## src/rtl/csc_defs.vh

```
// Purpose: Offsets, field positions, reset values and codes for the
//          status-change interrupt block.
// Assumes: 32-bit Avalon-MM data, byte address equals four times the index.
// Notes:   Definitions only.
`ifndef CSC_DEFS_VH
`define CSC_DEFS_VH

// ==========================================================================
// Register indices and byte addresses
// ==========================================================================
`define CTRL_INDEX          12'h0803
`define STATUS_INDEX        12'h0804
`define CONFIG_INDEX        12'h0805
`define GLOBAL_INDEX        12'h081E
`define DIAG_INDEX          12'h0840
`define MASK_INDEX          12'h0841
`define ADDR_W              14
`define CTRL_ADDR           14'h200C
`define STATUS_ADDR         14'h2010
`define CONFIG_ADDR         14'h2014
`define GLOBAL_ADDR         14'h2078
`define DIAG_ADDR           14'h2100
`define MASK_ADDR           14'h2104

// ==========================================================================
// Field positions
// ==========================================================================
`define CFG_ROUTE_HI        7
`define CFG_ROUTE_LO        4
`define CFG_DETECT_EN       3
`define CFG_READY_EN        2
`define CFG_BATT_WARN_EN    1
`define CFG_BATT_DEAD_EN    0
`define STS_DETECT          3
`define STS_READY           2
`define STS_BATT_WARN       1
`define STS_BATT_DEAD       0
`define CTRL_PCI_ROUTE      4
`define GLOBAL_CLEAR_MODE   2
`define DIAG_PCI_CSC        5

// ==========================================================================
// Reset values and codes
// ==========================================================================
`define CONFIG_RESET        8'h00
`define STATUS_RESET        4'h0
`define MASK_RESET          4'h0
`define ROUTE_NONE          4'h0
`define ROUTE_SYS_MGMT      4'h2
`define NUM_LEGACY          16
`define NUM_SOURCES         4

`endif

```

## src/rtl/status_change_irq_config.v

```verilog
// Purpose: Status-change interrupt configuration, flags and routing for
//          one 16-bit card socket, behind an Avalon-MM slave.
// Assumes: All card inputs synchronous to core_clk; one clock domain.
// Notes:   Every access takes two cycles: waitrequest low in the second.
// Behaviour
// - Config bits 7-4 pick a legacy IRQ by code; code 0010 picks SYSTEM_MGMT_INTERRUPT.
// - Code 0000 with diagnostic bit 5 set routes to PCI, ignoring bit 4.
// - Code 0000, diagnostic clear: no legacy line; PCI only if bit 4 set.
// - Config bit 3 lets either card-detect change raise an interrupt.
// - Config bit 2 lets a rising ready line raise an interrupt on a memory card.
// - Config bit 1 lets a battery warning raise an interrupt on a memory card.
// - Config bit 0 lets battery dead or status pin raise an interrupt.
// - Disabled source flags read zero; enabled events set their flag.
// - Flags clear by status read or write-one, chosen by global bit 2.
//
// The Avalon-MM interface to the registers was chosen for this implementation.
`timescale 1ns/100ps
`include "csc_defs.vh"

module status_change_irq_config (
    input  wire                       core_clk,
    input  wire                       resetn,
    // Avalon-MM slave
    input  wire [`ADDR_W-1:0]         address,
    input  wire                       read,
    input  wire                       write,
    input  wire [31:0]                writedata,
    input  wire [3:0]                 byteenable,
    output reg  [31:0]                readdata,
    output reg                        waitrequest,
    // Card side
    input  wire                       card_detect_a,
    input  wire                       card_detect_b,
    input  wire                       card_ready,
    input  wire                       battery_warn,
    input  wire                       card_status_pin,
    input  wire                       card_is_io,
    // Interrupt outputs
    output reg  [`NUM_LEGACY-1:0]     legacy_irq,
    output reg                        system_mgmt_interrupt,
    output reg                        pci_irq,
    output reg                        irq
);

    // ======================================================================
    // Functions
    // ======================================================================
    function hit;
        input [`ADDR_W-1:0] addr;
        input [`ADDR_W-1:0] target;
        begin
            hit = (addr == target);
        end
    endfunction

    function rose;
        input now_level;
        input last_level;
        begin
            rose = now_level && !last_level;
        end
    endfunction

    // ======================================================================
    // Register state
    // ======================================================================
    reg  [7:0]                 status_change_irq_config_reg;

    reg                        pci_status_route_enable_reg;
    reg                        clear_on_write_reg;
    reg                        diag_pci_route_reg;
    reg  [`NUM_SOURCES-1:0]    irq_mask_reg;

    reg  [`NUM_SOURCES-1:0]    status_reg;
    reg  [`NUM_SOURCES-1:0]    status_next;

    // Previous card levels for edge detection
    reg                        detect_a_reg;
    reg                        detect_b_reg;
    reg                        ready_reg;
    reg                        warn_reg;
    reg                        dead_reg;
    reg                        primed_reg;

    // ======================================================================
    // Field views
    // ======================================================================
    wire [3:0] status_irq_route_select;

    wire       detect_change_irq_enable;
    wire       ready_rise_irq_enable;
    wire       battery_warn_irq_enable;
    wire       battery_dead_irq_enable;

    wire [`NUM_SOURCES-1:0] source_enable;

    assign status_irq_route_select  =
        status_change_irq_config_reg[`CFG_ROUTE_HI:`CFG_ROUTE_LO];

    assign detect_change_irq_enable = status_change_irq_config_reg[`CFG_DETECT_EN];
    assign ready_rise_irq_enable    = status_change_irq_config_reg[`CFG_READY_EN];
    assign battery_warn_irq_enable  = status_change_irq_config_reg[`CFG_BATT_WARN_EN];
    assign battery_dead_irq_enable  = status_change_irq_config_reg[`CFG_BATT_DEAD_EN];

    assign source_enable = {detect_change_irq_enable, ready_rise_irq_enable,
                            battery_warn_irq_enable, battery_dead_irq_enable};

    // ======================================================================
    // Bus handshake
    // ======================================================================
    wire request;
    wire accept;
    wire wr_lane0;

    assign request  = read || write;

    // Request is acted on only at the edge where waitrequest is seen low
    assign accept   = request && !waitrequest;
    assign wr_lane0 = write && accept && byteenable[0];

    // One fixed wait state lets readdata come from a flop

    always @(posedge core_clk or negedge resetn) begin
        if (!resetn) begin
            waitrequest <= 1'b1;
        end else if (request && waitrequest) begin
            waitrequest <= 1'b0;
        end else begin
            waitrequest <= 1'b1;
        end
    end

    // ======================================================================
    // Read data
    // ======================================================================
    reg [31:0] read_value;

    always @* begin
        read_value = 32'h0000_0000;
        if (hit(address, `CONFIG_ADDR)) begin
            read_value[7:0] = status_change_irq_config_reg;
        end else if (hit(address, `STATUS_ADDR)) begin
            read_value[`NUM_SOURCES-1:0] = status_reg;
        end else if (hit(address, `CTRL_ADDR)) begin
            read_value[`CTRL_PCI_ROUTE] = pci_status_route_enable_reg;
        end else if (hit(address, `GLOBAL_ADDR)) begin
            read_value[`GLOBAL_CLEAR_MODE] = clear_on_write_reg;
        end else if (hit(address, `DIAG_ADDR)) begin
            read_value[`DIAG_PCI_CSC] = diag_pci_route_reg;
        end else if (hit(address, `MASK_ADDR)) begin
            read_value[`NUM_SOURCES-1:0] = irq_mask_reg;
        end
    end

    // Captured one edge before the accept edge; stable while master samples
    always @(posedge core_clk or negedge resetn) begin
        if (!resetn) begin
            readdata <= 32'h0000_0000;
        end else if (read && waitrequest) begin
            readdata <= read_value;
        end
    end

    // ======================================================================
    // Writable registers
    // ======================================================================
    // Only byte lane 0 carries register bits
    always @(posedge core_clk or negedge resetn) begin
        if (!resetn) begin
            status_change_irq_config_reg <= `CONFIG_RESET;
            pci_status_route_enable_reg  <= 1'b0;
            clear_on_write_reg           <= 1'b0;
            diag_pci_route_reg           <= 1'b0;
            irq_mask_reg                 <= `MASK_RESET;
        end else if (wr_lane0) begin
            if (hit(address, `CONFIG_ADDR)) begin
                status_change_irq_config_reg <= writedata[7:0];
            end
            if (hit(address, `CTRL_ADDR)) begin
                pci_status_route_enable_reg <= writedata[`CTRL_PCI_ROUTE];
            end
            if (hit(address, `GLOBAL_ADDR)) begin
                clear_on_write_reg <= writedata[`GLOBAL_CLEAR_MODE];
            end
            if (hit(address, `DIAG_ADDR)) begin
                diag_pci_route_reg <= writedata[`DIAG_PCI_CSC];
            end
            if (hit(address, `MASK_ADDR)) begin
                irq_mask_reg <= writedata[`NUM_SOURCES-1:0];
            end
        end
    end

    // ======================================================================
    // Card event detection
    // ======================================================================
    // Previous levels are unknown until the first clocked sample, so
    // edges are ignored for one cycle after reset release.
    always @(posedge core_clk or negedge resetn) begin
        if (!resetn) begin
            detect_a_reg <= 1'b0;
            detect_b_reg <= 1'b0;
            ready_reg    <= 1'b0;
            warn_reg     <= 1'b0;
            dead_reg     <= 1'b0;
            primed_reg   <= 1'b0;
        end else begin
            detect_a_reg <= card_detect_a;
            detect_b_reg <= card_detect_b;
            ready_reg    <= card_ready;
            warn_reg     <= battery_warn;
            dead_reg     <= card_status_pin;
            primed_reg   <= 1'b1;
        end
    end

    wire [`NUM_SOURCES-1:0] event_raw;
    wire [`NUM_SOURCES-1:0] event_set;

    assign event_raw[`STS_DETECT]    = (card_detect_a ^ detect_a_reg)
                                       || (card_detect_b ^ detect_b_reg);

    // Ready and battery warning have no meaning on an I/O card
    assign event_raw[`STS_READY]     = rose(card_ready, ready_reg) && !card_is_io;
    assign event_raw[`STS_BATT_WARN] = rose(battery_warn, warn_reg) && !card_is_io;

    assign event_raw[`STS_BATT_DEAD] = rose(card_status_pin, dead_reg);

    genvar s;
    generate
        for (s = 0; s < `NUM_SOURCES; s = s + 1) begin : g_src
            assign event_set[s] = primed_reg && event_raw[s]
                                  && source_enable[s];
        end
    endgenerate

    // ======================================================================
    // Status flags
    // ======================================================================
    wire                    status_read_clear;
    wire                    status_write_clear;
    wire [`NUM_SOURCES-1:0] clear_bits;

    assign status_read_clear  = read && accept && hit(address, `STATUS_ADDR)
                                && !clear_on_write_reg;

    assign status_write_clear = wr_lane0 && hit(address, `STATUS_ADDR)
                                && clear_on_write_reg;

    // Clear only what the read returned; a flag set at capture survives
    assign clear_bits = status_read_clear ? readdata[`NUM_SOURCES-1:0] :
                        status_write_clear ? writedata[`NUM_SOURCES-1:0] :
                        {`NUM_SOURCES{1'b0}};

    always @* begin
        // Set wins over a clear in the same cycle; disabling drops the flag
        status_next = ((status_reg & ~clear_bits) | event_set)
                      & source_enable;
    end

    always @(posedge core_clk or negedge resetn) begin
        if (!resetn) begin
            status_reg <= `STATUS_RESET;
        end else begin
            status_reg <= status_next;
        end
    end

    // ======================================================================
    // Routing and interrupt outputs
    // ======================================================================
    wire                    route_request;
    wire [`NUM_LEGACY-1:0]  legacy_route;
    wire                    mgmt_route;
    wire                    pci_route;

    // Routing follows every set flag; the mask gates only irq
    assign route_request = |status_reg;

    irq_route_decode u_route (
        .route_select     (status_irq_route_select),
        .diag_pci_route   (diag_pci_route_reg),
        .pci_route_enable (pci_status_route_enable_reg),
        .request          (route_request),
        .legacy_irq       (legacy_route),
        .sys_mgmt_irq     (mgmt_route),
        .pci_irq          (pci_route)
    );

    // Outputs follow the flags one edge later
    always @(posedge core_clk or negedge resetn) begin
        if (!resetn) begin
            legacy_irq            <= {`NUM_LEGACY{1'b0}};
            system_mgmt_interrupt <= 1'b0;
            pci_irq               <= 1'b0;
            irq                   <= 1'b0;
        end else begin
            legacy_irq            <= legacy_route;
            system_mgmt_interrupt <= mgmt_route;
            pci_irq               <= pci_route;
            irq                   <= |(status_reg & irq_mask_reg);
        end
    end

endmodule

```

## src/rtl/irq_route_decode.v

```verilog
// Purpose: Steers the combined status-change request to a legacy line,
//          the system management interrupt, or the PCI interrupt.
// Assumes: Purely combinational; the caller registers the results.
// Notes:   Legacy line 0 is never driven; code 0010 goes to management.
`timescale 1ns/100ps
`include "csc_defs.vh"

module irq_route_decode (
    input  wire [3:0]                 route_select,
    input  wire                       diag_pci_route,
    input  wire                       pci_route_enable,
    input  wire                       request,
    output wire [`NUM_LEGACY-1:0]     legacy_irq,
    output wire                       sys_mgmt_irq,
    output wire                       pci_irq
);

    wire route_is_none;
    wire route_is_mgmt;

    assign route_is_none = (route_select == `ROUTE_NONE);
    assign route_is_mgmt = (route_select == `ROUTE_SYS_MGMT);

    // ======================================================================
    // Legacy lines
    // ======================================================================
    genvar i;
    generate
        for (i = 0; i < `NUM_LEGACY; i = i + 1) begin : g_legacy
            if (i == 0) begin : g_zero
                assign legacy_irq[i] = 1'b0;
            end else begin : g_line
                assign legacy_irq[i] = request && (route_select == i)
                                       && !route_is_mgmt;
            end
        end
    endgenerate

    // ======================================================================
    // Management and PCI
    // ======================================================================
    assign sys_mgmt_irq = request && route_is_mgmt;

    // Diagnostic bit overrides the routing bit
    assign pci_irq = request && route_is_none
                     && (diag_pci_route || pci_route_enable);

endmodule

```

## config.mk

```make
export PLATFORM = sky130hd
export DESIGN_NAME = status_change_irq_config
export DESIGN_NICKNAME = d
export VERILOG_FILES = /design/src/rtl/status_change_irq_config.v /design/src/rtl/irq_route_decode.v
export VERILOG_INCLUDE_DIRS = /design/src /design/src/rtl
export SDC_FILE = /design/constraint.sdc
export NUM_CORES = 1
export LEC_CHECK = 0
export BUFFER_PORTS_ARGS = -buffer_cell sky130_fd_sc_hd__buf_4
export CAP_MARGIN = 15
export CORE_MARGIN = 10
export CORE_UTILIZATION = 51
export DETAILED_ROUTE_END_ITERATION = 6
export GPL_TIMING_DRIVEN = 0
export PLACE_DENSITY = 0.95
export SLEW_MARGIN = 10
export SYNTH_ARGS = -nofsm -noshare
export SYNTH_HDL_FRONTEND = slang
export SYNTH_SLANG_ARGS = --single-unit
```

## constraint.sdc

```tcl
create_clock -name core_clk -period 3.72 [get_ports core_clk]
set_input_delay 0.186 -clock core_clk [delete_from_list [all_inputs] [get_ports core_clk]]
set_output_delay 0.186 -clock core_clk [all_outputs]
set_load 0.05 [all_outputs]
```

==> results.yml <==
timing:
  grt_setup_unrepaired: "no"
  finalSetupViolCount: 0
  tightest_slew_ns: 0.622
  max_freq_mhz: 595
  post-route-min-period_ns: 1.68
  hold_violations: 0
  period_share_pct: 45.2
  max-slew-margin-rel_pct: 58.2
  setup_ws_ns: 2.04
  fin_skew_ns: 0.00667
  drv_slew: 0
  tns_ns: 0
grt:
  grt_pass1_wl_um: 10100
  grt.overflow.total: 0
  antenna_found_initial: 0
  grt_max_degree: 53
  grt_pass1_vias: 2114
  grtUsageTotal_pct: 15.1
floorplanning:
  dieArea_mm2: 0.00809
  fp-row-count: 25
  coreArea_mm2: 0.00472
  ios: 112
  initial_utilization_pct: 52.8
  die_h_um: 90.0
  die_w_um: 90.0
worst_setup_path:
  crit_path_end: "readdata[3]"
  r2r_slack_ns: 2.04
  required_ns: 3.91
  r2r_end: "readdata[3]"
  reg2regPathDepth: 4
  cp-startpoint: "waitrequest"
  crit_path_start_kind: "flop"
  worstSetupPathType: "reg -> reg"
  crit_path_end_kind: "flop"
  r2r_start: "waitrequest"
  critPathArrivalTime_ns: 1.87
  path_max_fanout: 10
job:
  cap_violations: 0
clocking:
  cts_tree: "done"
  clock_latency_ns: 0.31
  cts_resized: 0
  clockBufferDepth: 2
  cts_hold_buf: 6
  cts_root_buf: "clkbuf_8"
  cts.sink_count: 52
  cts.clk_slew.worst_paths_ns: 0.09
  cts_made_buffers: 5
  htreeDepth: 2
  cts_setup_buffers: 0
logic_synthesis:
  synth_top_area_share_pct: 51.1
  async_flop_share_pct: 100
  synth_cells: 220
  ys_warn_count: 0
  seq_area_frac_synth_pct: 52.2
  synth_area_leader_cell: "dfrtp_1"
  synth.area.top_cells: "dfrtp_1 51%, buf_4 7.8%, mux2_2 4.5%"
  synth.most_common_cell: "dfrtp_1"
  netlist_area_mm2: 0.00250
  ys_ff_latch: 52
  synth_edf_count: 0
  ys.flop_type: "dfrtp_1"
  synthDistinctLibCells: 53
  synth_common_cells: "51 x dfrtp_1, 26 x buf_4, 20 x nor2_1"
  syn_area_per_cell_um2: 11.3
placed_design:
  gp_congestion: 0.884
  pre_cts_slack_ns: 2.07
  post-dp-hpwl_um: 4660
  placed_area_mm2: 0.00311
  port_buffers: 58
drt:
  dr_wl_met2_um: 2900
  dr.pass1.iters: 4
  wl_per_cell_um: 15.7
  vias_per_cell: 5.08
  drt_drc_violations_left: 0
  routed_wl_um: 6050
  vias: 1952
  ant_nets: 0
  highest_layer: "met4"
  first_iter_violations: 121
  wl_met3_um: 559
  wl_met1_um: 2440
power_and_ir_drop:
  total_power_uw: 1200
  power_density_mw_per_mm2: 366
  power_leakage_uw: 0.00161
  ir_drop_mv: 0.212
final_layout:
  finish.instance_area_mm2: 0.00328
  drive_gt1_share_pct: 37.2
  final_util_pct: 69.5
  antenna_cells: 0
  syn_to_final_growth_pct: 31.6
  final_net_count: 376
  largest_reg_flops: 15
min_path:
  hold_class: "in -> reg"
status:
  status: "finished, final reports clean"
## layer usage
metal | vias to the layer above | track usage (%)
met5 | - | 0
met4 | 0 | 7.69
met3 | 11 | 5.74
met2 | 86 | 24.3
met1 | 923 | 17.1
li1 | 932 | -
## cell usage in the layout, fill, tap and decap left out, types with 5 or more instances in the layout
cell type,Yosys,routed
dfrtp_1,51,51
nor3_1,6,6
buf_4,26,84
clkbuf_8,0,5
nor2_1,20,20
mux2_2,10,10
nor4bb_1,5,5
conb_1,2,27
nand2_1,16,16
dlygate4sd3_1,0,6
o21ai_0,6,6
mux2_1,5,5
## worst min-delay path by stage
stage | to | start | slack, ns | cells after the start
final | waitrequest | write | 0.04 | 2
after global routing | waitrequest | write | 0.04 | 2
after CTS | waitrequest | write | 0.04 | 2
after detailed placement | detect_b_reg | resetn | 0.24 | 1
after global placement | ready_reg | resetn | 0.24 | 1
after floorplan | clear_on_write_reg | resetn | -0.11 | 0
## critical path, cell delays in order (launching register included)
cell and delay, ns:
dfstp_2 0.65, nand2_1 0.20, clkbuf_1 0.28, a211oi_1 0.32, a21oi_1 0.11
## metrics by stage
step,cells,hold slack [ns]
after floorplan,245,-0.110
after global placement,370,0.241
after detailed placement,370,0.240
after CTS,384,0.0381
after global routing,384,0.0444
final,384,0.0426
## where the power goes
group          switching [µW]  leakage (µW)  internal (µW)  total [µW]
registers                12.1      0.000700            579         591
logic                     147      0.000857           75.9         223
clock network             187     0.0000548            202         390
## kinds of logic (layout without fill, tap and decap cells)
| kind of cell | count (synthesis) | in the layout | synth area share [%] |
|---|---|---|---|
| other | 2 | 27 | 0.301 |
| buffers and inverters | 33 | 105 | 9.22 |
| and+or+nand+nor | 81 | 81 | 21.3 |
| AOI/OAI and AO/OA | 34 | 34 | 9.12 |
| DFF | 52 | 52 | 52.2 |
| xor gates and xnor gates | 2 | 2 | 0.702 |
| muxes | 16 | 16 | 7.17 |
## final cells by class
class                      instances  area (µm²)
clock inverter                     3        46.3
tap                               67        83.8
clock buffer                       5        68.8
sequential                        52        1300
buffer                            32         226
multi-input combinational        160        1060
fill                             352        1440
inverter                           1        3.75
timing repair buffer              64         495
(Power assumes the default switching activity.)
